File: src/logic/cpm_pkg.sv
`default_nettype none
// ****************************************
// Shared constants and types
// ****************************************
package cpm_pkg;

  // Register byte offsets
  localparam logic [7:0] CPM_OFS_GPEN   = 8'h00; // Pin enable
  localparam logic [7:0] CPM_OFS_GPDIR  = 8'h04; // Direction, 1 = out
  localparam logic [7:0] CPM_OFS_GPOUT  = 8'h08; // Output levels
  localparam logic [7:0] CPM_OFS_GPIN   = 8'h0c; // Pad levels, read only
  localparam logic [7:0] CPM_OFS_INTEN  = 8'h10; // Interrupt enables
  localparam logic [7:0] CPM_OFS_POL    = 8'h14; // Edge polarity
  localparam logic [7:0] CPM_OFS_HPMUX  = 8'h18; // Host/ethernet select
  localparam logic [7:0] CPM_OFS_STATUS = 8'h1c; // Multiplier, read only

  // Widths and field positions
  localparam int CPM_GP_W    = 16; // General-purpose bank
  localparam int CPM_INT_W   = 4;  // Interrupt-capable pins
  localparam int CPM_INT_LSB = 4;  // First interrupt pin
  localparam int CPM_Q_PIN   = 1;  // Quarter-rate clock pin
  localparam int CPM_S_PIN   = 2;  // Sixth-rate clock pin
  localparam int CPM_HD_W    = 16; // Upper host data pins, all but pin 23 shared
  localparam int CPM_HD_KEEP = 7;  // Pin 23, never shared

  // Reset values
  localparam logic [15:0] CPM_GPEN_RST  = 16'h00f0;
  localparam logic [15:0] CPM_GPDIR_RST = 16'h0000;
  localparam logic [3:0]  CPM_POL_RST   = 4'h0;

  // Divider half periods in CPU cycles
  localparam logic [1:0] CPM_Q_HALF = 2'h2;
  localparam logic [1:0] CPM_S_HALF = 2'h3;

  // Multiplier factors
  localparam logic [3:0] CPM_MUL_X1  = 4'h1;
  localparam logic [3:0] CPM_MUL_X6  = 4'h6;
  localparam logic [3:0] CPM_MUL_X12 = 4'hc;

  // Strap encodings {hi, lo}
  typedef enum logic [1:0] {
    CPM_MODE_BYPASS = 2'b00,
    CPM_MODE_X6     = 2'b01,
    CPM_MODE_X12    = 2'b10,
    CPM_MODE_RSVD   = 2'b11
  } cpm_mode_t;

  // Wishbone request carrier
  typedef struct packed {
    logic        cyc;
    logic        stb;
    logic        we;
    logic [7:0]  adr;
    logic [3:0]  sel;
    logic [31:0] dat;
  } cpm_wb_req_t;

  // Wishbone answer carrier
  typedef struct packed {
    logic        ack;
    logic [31:0] dat;
  } cpm_wb_rsp_t;

endpackage
`default_nettype wire
File: src/logic/cpm_pin_mux.sv
// Contract
// - Pin one drives quarter-rate clock by default
// - Pin two drives sixth-rate clock by default
// - Clock pins become GPIO only when enabled
// - Mode pins choose multiplier x1, x6, x12
// - Pins seven to four reset as inputs
// - Upper host data shared except pin 23, host by default
// - Interrupt pins edge detect, per-pin polarity
`timescale 1ns/1ns
`default_nettype none
module cpm_pin_mux (
  // Clock and reset
  input  wire logic                   clk_i,
  input  wire logic                   rst_i,
  // Register bus
  input  wire cpm_pkg::cpm_wb_req_t   wb_req_i,
  output cpm_pkg::cpm_wb_rsp_t        wb_rsp_o,
  // General-purpose pad bank
  input  wire logic [15:0]            gp_i,
  output logic [15:0]                 gp_o,
  output logic [15:0]                 gp_oe_o,
  // Interrupt events to the CPU
  output logic [3:0]                  external_interrupt_input_o,
  // Multiplier straps and result
  input  wire logic                   clock_multiplier_select_hi_i,
  input  wire logic                   clock_multiplier_select_lo_i,
  output logic [3:0]                  pll_multiplier_o,
  // Upper host data pads
  input  wire logic [15:0]            hd_i,
  output logic [15:0]                 hd_o,
  output logic [15:0]                 hd_oe_o,
  // Host port side of shared pads
  input  wire logic [15:0]            hpi_dat_i,
  input  wire logic [15:0]            hpi_oe_i,
  output logic [15:0]                 hpi_dat_o,
  // Ethernet side of shared pads
  input  wire logic [15:0]            emac_dat_i,
  input  wire logic [15:0]            emac_oe_i,
  output logic [15:0]                 emac_dat_o
);

  // ****************************************
  // Register state
  // ****************************************
  logic [15:0] gpen_q;   // Pin enable
  logic [15:0] gpdir_q;  // Pin direction
  logic [15:0] gpout_q;  // Output levels
  logic [3:0]  inten_q;  // Interrupt enables
  logic [3:0]  pol_q;    // 0 rising, 1 falling
  logic        hpmux_q;  // 1 = ethernet owns pads
  logic        ack_q;    // Bus answer
  logic [31:0] rdat_q;   // Read data
  logic [3:0]  mul_q;    // Latched multiplier
  logic [3:0]  gsync_q;  // Previous interrupt pad levels
  logic [3:0]  irq_q;    // Interrupt pulses
  // Reset values come from the shared package where they matter

  // ****************************************
  // Bus decode
  // ****************************************
  // New request: strobe up and no answer pending
  wire         req    = wb_req_i.cyc & wb_req_i.stb & ~ack_q;
  // Writes land on the edge at which the master sees ack
  wire         wr     = wb_req_i.cyc & wb_req_i.stb & wb_req_i.we & ack_q;
  // Address as offered; only the low byte is decoded
  wire [7:0]   adr    = wb_req_i.adr;
  wire [31:0]  wmask  = {{8{wb_req_i.sel[3]}}, {8{wb_req_i.sel[2]}},
                         {8{wb_req_i.sel[1]}}, {8{wb_req_i.sel[0]}}};
  wire [31:0]  wdat   = wb_req_i.dat;
  // Write strobes; read-only offsets get none, so writes there drop
  wire         wr_en  = wr & (adr == cpm_pkg::CPM_OFS_GPEN);
  wire         wr_dir = wr & (adr == cpm_pkg::CPM_OFS_GPDIR);
  wire         wr_out = wr & (adr == cpm_pkg::CPM_OFS_GPOUT);
  wire         wr_ie  = wr & (adr == cpm_pkg::CPM_OFS_INTEN);
  wire         wr_pol = wr & (adr == cpm_pkg::CPM_OFS_POL);
  wire         wr_mux = wr & (adr == cpm_pkg::CPM_OFS_HPMUX);

  // Byte-lane merge of the low half word
  wire [15:0]  m16    = wmask[15:0];
  wire [15:0]  en_d   = (gpen_q & ~m16) | (wdat[15:0] & m16);
  wire [15:0]  dir_d  = (gpdir_q & ~m16) | (wdat[15:0] & m16);
  wire [15:0]  out_d  = (gpout_q & ~m16) | (wdat[15:0] & m16);

  // Read mux; unmapped offsets read zero
  wire [31:0]  rmux =
    (adr == cpm_pkg::CPM_OFS_GPEN)   ? {16'h0000, gpen_q}  :
    (adr == cpm_pkg::CPM_OFS_GPDIR)  ? {16'h0000, gpdir_q} :
    (adr == cpm_pkg::CPM_OFS_GPOUT)  ? {16'h0000, gpout_q} :
    (adr == cpm_pkg::CPM_OFS_GPIN)   ? {16'h0000, gp_i}    :
    (adr == cpm_pkg::CPM_OFS_INTEN)  ? {28'h0000000, inten_q} :
    (adr == cpm_pkg::CPM_OFS_POL)    ? {28'h0000000, pol_q}   :
    (adr == cpm_pkg::CPM_OFS_HPMUX)  ? {31'h00000000, hpmux_q} :
    (adr == cpm_pkg::CPM_OFS_STATUS) ? {28'h0000000, mul_q}   :
    32'h00000000;

  // ****************************************
  // Bus answer
  // ****************************************
  // One wait state, ack for one cycle
  // Read data is caught with the request and stands through ack;
  // the ~ack_q term keeps a held strobe from starting a second cycle
  // Unmapped offsets still answer, so a stray access never hangs
  always_ff @(posedge clk_i)
  begin
    if (rst_i)
    begin
      ack_q  <= 1'b0;
      rdat_q <= 32'h00000000;
    end
    else
    begin
      ack_q  <= req;
      rdat_q <= req ? rmux : rdat_q;
    end
  end

  // Answer carrier built in one piece, both fields from flops
  assign wb_rsp_o = '{ack: ack_q, dat: rdat_q};

  // ****************************************
  // Configuration registers
  // ****************************************
  // Reset puts every pin back to its default role
  // Narrow registers honour byte lane 0 only; wider lanes are ignored
  always_ff @(posedge clk_i)
  begin
    if (rst_i)
    begin
      gpen_q  <= cpm_pkg::CPM_GPEN_RST;
      gpdir_q <= cpm_pkg::CPM_GPDIR_RST;
      gpout_q <= 16'h0000;
      inten_q <= 4'h0;
      pol_q   <= cpm_pkg::CPM_POL_RST;
      hpmux_q <= 1'b0;
    end
    else
    begin
      if (wr_en)
        gpen_q <= en_d;
      if (wr_dir)
        gpdir_q <= dir_d;
      if (wr_out)
        gpout_q <= out_d;
      if (wr_ie & wb_req_i.sel[0])
        inten_q <= wdat[3:0];
      if (wr_pol & wb_req_i.sel[0])
        pol_q <= wdat[3:0];
      if (wr_mux & wb_req_i.sel[0])
        hpmux_q <= wdat[0];
    end
  end

  // ****************************************
  // Clock dividers
  // ****************************************
  // Counters toggle the pin flops; square waves stay glitch free
  // A half period of N cycles counts 0 to N-1, then the pin flop flips
  // Both run free from reset; the pads see them only while unclaimed
  logic [1:0] qcnt_q;
  logic [1:0] scnt_q;
  logic       qclk_q;
  logic       sclk_q;
  wire        q_wrap = (qcnt_q == cpm_pkg::CPM_Q_HALF - 2'h1);
  wire        s_wrap = (scnt_q == cpm_pkg::CPM_S_HALF - 2'h1);

  always_ff @(posedge clk_i)
  begin
    if (rst_i)
    begin
      qcnt_q <= 2'h0;
      scnt_q <= 2'h0;
      qclk_q <= 1'b0;
      sclk_q <= 1'b0;
    end
    else
    begin
      qcnt_q <= q_wrap ? 2'h0 : qcnt_q + 2'h1;
      scnt_q <= s_wrap ? 2'h0 : scnt_q + 2'h1;
      qclk_q <= q_wrap ? ~qclk_q : qclk_q;
      sclk_q <= s_wrap ? ~sclk_q : sclk_q;
    end
  end

  // ****************************************
  // General-purpose pad drive
  // ****************************************
  // Clock function until the enable bit is set
  // Enabled pins drive only with direction set; others float high
  wire [15:0] gp_func_oe = gpen_q & gpdir_q;
  logic [15:0] gpo_d;
  logic [15:0] gpoe_d;

  always_comb
  begin
    // Clock pins override the register image bit by bit
    gpo_d  = gpout_q;
    gpoe_d = gp_func_oe;
    if (!gpen_q[cpm_pkg::CPM_Q_PIN])
    begin
      gpo_d[cpm_pkg::CPM_Q_PIN]  = qclk_q;
      gpoe_d[cpm_pkg::CPM_Q_PIN] = 1'b1;
    end
    if (!gpen_q[cpm_pkg::CPM_S_PIN])
    begin
      gpo_d[cpm_pkg::CPM_S_PIN]  = sclk_q;
      gpoe_d[cpm_pkg::CPM_S_PIN] = 1'b1;
    end
  end

  // Pad outputs from flops; one cycle behind the dividers
  // Reset drops every drive, so nothing fights the board meanwhile
  always_ff @(posedge clk_i)
  begin
    if (rst_i)
    begin
      gp_o    <= 16'h0000;
      gp_oe_o <= 16'h0000;
    end
    else
    begin
      gp_o    <= gpo_d;
      gp_oe_o <= gpoe_d;
    end
  end

  // ****************************************
  // External interrupt edges
  // ****************************************
  // Pads are synchronous; an XOR with polarity picks the edge
  // Changing polarity flips both samples, so it makes no edge
  // Enable masks the edge, not the sampling, so history stays fresh
  wire [3:0] ipin = gp_i[cpm_pkg::CPM_INT_LSB +: cpm_pkg::CPM_INT_W];
  wire [3:0] lvl  = ipin ^ pol_q;
  wire [3:0] plvl = gsync_q ^ pol_q;
  wire [3:0] rise = lvl & ~plvl & inten_q;

  always_ff @(posedge clk_i)
  begin
    if (rst_i)
    begin
      gsync_q <= 4'hf; // Pull-up idle level; no false edge after reset
      irq_q   <= 4'h0;
    end
    else
    begin
      gsync_q <= ipin;
      irq_q   <= rise;
    end
  end

  assign external_interrupt_input_o = irq_q;

  // ****************************************
  // Multiplier strap capture
  // ****************************************
  // Caught while reset is held; changes later are ignored
  // The factor only reports the straps; the loop itself lives outside
  wire [1:0] mode = {clock_multiplier_select_hi_i, clock_multiplier_select_lo_i};
  logic [3:0] mul_d;

  always_comb
  begin
    case (mode)
      cpm_pkg::CPM_MODE_BYPASS: mul_d = cpm_pkg::CPM_MUL_X1;
      cpm_pkg::CPM_MODE_X6:     mul_d = cpm_pkg::CPM_MUL_X6;
      cpm_pkg::CPM_MODE_X12:    mul_d = cpm_pkg::CPM_MUL_X12;
      default:                  mul_d = cpm_pkg::CPM_MUL_X1; // Reserved: bypass
    endcase
  end

  // Load on every reset edge; a running clock must not re-multiply
  always_ff @(posedge clk_i)
  begin
    if (rst_i)
      mul_q <= mul_d;
  end

  assign pll_multiplier_o = mul_q;

  // ****************************************
  // Shared host data pads
  // ****************************************
  // Pin 23 stays with the host port whatever the select
  // Unowned side reads zero, so no peripheral sees foreign data
  logic [15:0] eth_own;

  always_comb
  begin
    eth_own = {16{hpmux_q}};
    eth_own[cpm_pkg::CPM_HD_KEEP] = 1'b0;
  end

  // Output side: owner's drive and enable; input side: pad to owner
  assign hd_o       = (emac_dat_i & eth_own) | (hpi_dat_i & ~eth_own);
  assign hd_oe_o    = (emac_oe_i & eth_own) | (hpi_oe_i & ~eth_own);
  assign hpi_dat_o  = hd_i & ~eth_own;
  assign emac_dat_o = hd_i & eth_own;

endmodule // cpm_pin_mux
`default_nettype wire

File: config.mk
export PLATFORM = sky130hd
export DESIGN_NAME = cpm_pin_mux
export DESIGN_NICKNAME = d
export VERILOG_FILES = /design/src/logic/cpm_pkg.sv /design/src/logic/cpm_pin_mux.sv
export SDC_FILE = /design/constraint.sdc
export NUM_CORES = 1
export LEC_CHECK = 0
export BUFFER_PORTS_ARGS = -buffer_cell sky130_fd_sc_hd__buf_4
export CORE_MARGIN = 8
export CORE_UTILIZATION = 25
export CTS_CLUSTER_DIAMETER = 100
export DETAILED_ROUTE_END_ITERATION = 10
export SYNTH_ARGS = -nofsm -noshare
export SYNTH_HDL_FRONTEND = slang
export SYNTH_SLANG_ARGS = --single-unit
File: constraint.sdc
create_clock -name clk_i -period 2.3 [get_ports clk_i]
set_input_delay 0.23 -clock clk_i [delete_from_list [all_inputs] [get_ports clk_i]]
set_output_delay 0.23 -clock clk_i [all_outputs]
set_load 0.01 [all_outputs]
-- Yosys cells after proc, flatten, opt, wreduce, memory -nomap -nowiden
Index checks and enable logic that the tools add are counted.
- $add $sub $neg: 2
- multiply operators: 0
- divide/modulo/power cells: 0
- magnitude comparators: 0
- equal/unequal tests: 11
- shift operators: 0
- multiplexer cells: 13
- bitwise logic cells: 39
- reductions and logical operators: 3
- operators with widths (kind ; count):
    $and 16x16->16 ; 11
    $or 16x16->16 ; 5
    $mux 16 ; 4
    $eq 8x5->1 const B ; 4
    $not 16->16 ; 2
    $eq 8x4->1 const B ; 2
    $mux 4 ; 4
    $and 1x1->1 ; 13
    $and 4x4->4 ; 2
    $eq 8x3->1 const B ; 1
    $logic_not 8->1 ; 1
    $pmux 4 s2 ; 1
    $xor 4x4->4 ; 2
    $add 2x1->2 const B ; 2
    $eq 2x1->1 const B ; 2
    $eq 2x2->1 const B ; 2
    $mux 1 ; 4
    $not 4->4 ; 1
    $reduce_or 2->1 ; 2
    $not 1->1 ; 3
- register bits after elaboration: 140
- latch bits: 0
- bits in writable memories: 0
- bits in read-only memories: 0
- logic and storage cells: 85
- memories kept: 0

-- Logic depth before layout (Yosys ltp)
- word-level depth: 9
- gate-level depth with buffers: 7
- depth with buffers taken out: 4

-- Worst setup path before layout
Ideal clock, no wire load.
- kind: input to register
- from: input port wb_req_i[38] in the netlist's numbering
- to: register (tool-made name)
- setup time: 0.120 ns
- arrival time: 1.555 ns
- required time: 2.180 ns
- slack: 0.625 ns
- cell stages on the path: 5
- cell sequence: buf_2 > buf_2 > nor4_1 > nand4_1 > a211o_1
- RTL lines (item ; line ; RTL):
    start, declared ; cpm_pin_mux.sv:16 ; input wire cpm_pkg::cpm_wb_req_t wb_req_i,

-- Worst setup path in the final report
- from: register hpmux_q
- to: output port hd_oe_o[6]
- longest elaborated chain between the ends: 3
- ends and longest elaborated chain (item ; line ; RTL):
    start, declared ; cpm_pin_mux.sv:50 ; logic hpmux_q;
    start signal, assigned ; cpm_pin_mux.sv:149 ; hpmux_q <= wdat[0];
    $not 16->16 ; cpm_pin_mux.sv:295 ; assign hd_oe_o = (emac_oe_i & eth_own) | (hpi_oe_i & ~eth_own);
    $and 16x16->16 ; cpm_pin_mux.sv:295 ;
    $or 16x16->16 * ; cpm_pin_mux.sv:295 ;
    end, declared ; cpm_pin_mux.sv:31 ; output logic [15:0] hd_oe_o,
Mark *: on every way between the ends. The rest lies on a longest branch, timed or not.

==> out/results.ini <==
[timing]
worst-slew-pin-transition_ns = 0.8238
fmax_mhz = 543.9
max_slew_margin_pct = 45.08
hold_slack_ns = 0.04580
period_share_pct = 79.94
rsz0062_at_grt = no
worst_slack_ns = 0.4615
fin_tns_setup_ns = 0
finalSetupViolCount = 0
post-route-min-period_ns = 1.839
fin_skew_ns = 0.007296
drv_slew = 0
hold_violations = 0

[yosys]
synth_seq_area_share_pct = 43.86
ys_top_cells_by_area = dfxtp_1, mux2_2, nor2_1
netlist_area_mm2 = 0.005751
synth_most_common_cell = dfxtp_1
async_flop_share_pct = 0
synth_top_cell_area_share_pct = 41.78
synth.distinct_cells = 47
synth-edff-count = 4
syn-mean-instance-area_um2 = 8.847
yosys_warnings = 0
netlist_top_cells_count = dfxtp_1, nor2_1, a21oi_1, nand2_1, clkbuf_1
synth-seq-cells = 124
synthCells = 650
yosysTopAreaCell = dfxtp_1
ys.flop_type = dfxtp_1

[finish]
multi_input_area_mm2 = 0.002919
diodes = 0
drive_above_1_share_pct = 38.41
register_area_mm2 = 0.002524
num-fill-cells = 2378
nets = 1031
areaGrowthSynthToFinish_pct = 46.39

[power_and_ir_drop]
power_density_mw_per_mm2 = 649.4
ir_worst_vdd_mv = 0.4555
p_comb_share_pct = 11.5
p_leak_nw = 3.718
power_w = 0.005467
intPower_w = 0.004133
power.switching_w = 0.001333
p_sw_share_pct = 24.39
pwr-share-seq_pct = 40.9
clockPowerShare_pct = 47.6

[floorplanning]
die_height_um = 167.7
ios = 284
rows = 55
initial_utilization_pct = 25.40
die-area_mm2 = 0.02811
fp.dieW_um = 167.7
core_area_mm2 = 0.02264

[cts]
insertion_delay_ns = 0.42
htreeDepth = 4
clockRootBuffer = clkbuf_16
cts_buffers = 17
clock_path_buffers = 2
cts_hold_buffers = 0
cts_resized = 0
cts_num_sinks = 124
cts_setup_buffers = 0
clkTransAtPathRegs_ns = 0.06
tritoncts = done

[global_routing]
overflow = 0
grt_pass1_vias = 5674
grt_pass1_wl_um = 32580
antenna_found_initial = 0
grt_max_degree = 76
grt_use_total_pct = 14.86

[setup_path]
critical_path.startpoint_type = flip-flop
arrival_ns = 1.61
cp_max_fo = 62
rr_worst_depth = 4
worstSetupEndpointType = output pin
critPathKind = reg -> out
cp.required_ns = 2.07

[placed_design]
io_buffers = 240
gp_congestion = 0.7843
preCtsSetupSlack_ns = 0.3707
post-dp-hpwl_um = 16570

[detailed_routing]
drc = 0
firstDrtPassIters = 4
viasPerCell = 4.695
wl_per_cell_um = 18.10
antenna_left = 0
drt_iter0_drc = 276
drt_wl_total_um = 21320
dr_total_vias = 5531

[status]
status = completed

[flow_run]
cap_violations = 0

[min_path]
holdPathStages = 2
hold_path.class = in -> reg

## placed cells by master (no fill, tap or decap), types with 18 or more instances in the layout
master   instances
and2_1          18
nand2_1         55
nor2b_1         29
a21oi_1         55
mux2i_1         27
nor2_1          78
dfxtp_1        119
nand3_1         30
buf_4          258
mux2_2          30
## worst paths after layout
| kind | start | slack (ns) | to |
|---|---|---|---|
| worst max-delay path | hpmux_q | 0.46 | hd_oe_o[6] |
| worst min-delay path | gp_i[5] | 0.05 | gsync_q[1] |
| worst max register to register | ack_q | 0.54 | flip-flop |
| worst min register to register | scnt_q[0] | 0.42 | scnt_q[0] |
## kinds of logic after synthesis
kind of cell,count (synthesis),synth area share (%)
other,1,0.06521
muxes,58,10.97
AOI/OAI and AO/OA,129,14.62
and+or+nand+nor,258,22.76
xor gates and xnor gates,2,0.3047
DFF,124,43.86
buffers and inverters,74,6.550
adders and majority gates,4,0.8704
## final cells by class
type	instances	area share, %
tap	285	4.236
timing repair buffer	262	23.96
inverter	7	0.3121
sequential	124	29.98
multi-input combinational	468	34.68
clock inverter	13	1.694
clock buffer	19	5.143
## metrics by stage
| step | instances | utilization (%) | area (um2) |
|---|---|---|---|
| 3_3_place_gp | 1146 | 34.64 | 7843 |
| 2_1_floorplan | 666 | - | 5811 |
| 4_1_cts | 1178 | 37.18 | 8418 |
| 6_report | 1178 | 37.18 | 8418 |
| 5_1_grt | 1178 | 37.18 | 8418 |
| 3_5_place_dp | 1146 | 34.64 | 7843 |
## power by group through the flow
stage	Clock, W	Combinational (W)	Sequential [W]
after global routing	0.00276	0.000687	0.00224
after global placement	0	0.000630	0.00228
after CTS	0.00266	0.000638	0.00224
after floorplan	0	0.000276	0.00229
final	0.00260	0.000627	0.00224
after detailed placement	0	0.000635	0.00228
## metal layers
metal  global-route usage, %  vias up  part of all wire [%]
met2                   27.44      223                    52
met1                   15.41     2592                    38
li1                        -     2695                     -
met3                   6.207       21                   8.6
met4                   3.261        0                  0.96
met5                       0        -                     0
## critical path, cell delays in order (launching register included)
cell and delay, ns:
dfxtp_2 0.34, buf_12 0.25, mux2_2 0.41, buf_4 0.16
No activity file was read; power rests on OpenSTA's default activity.
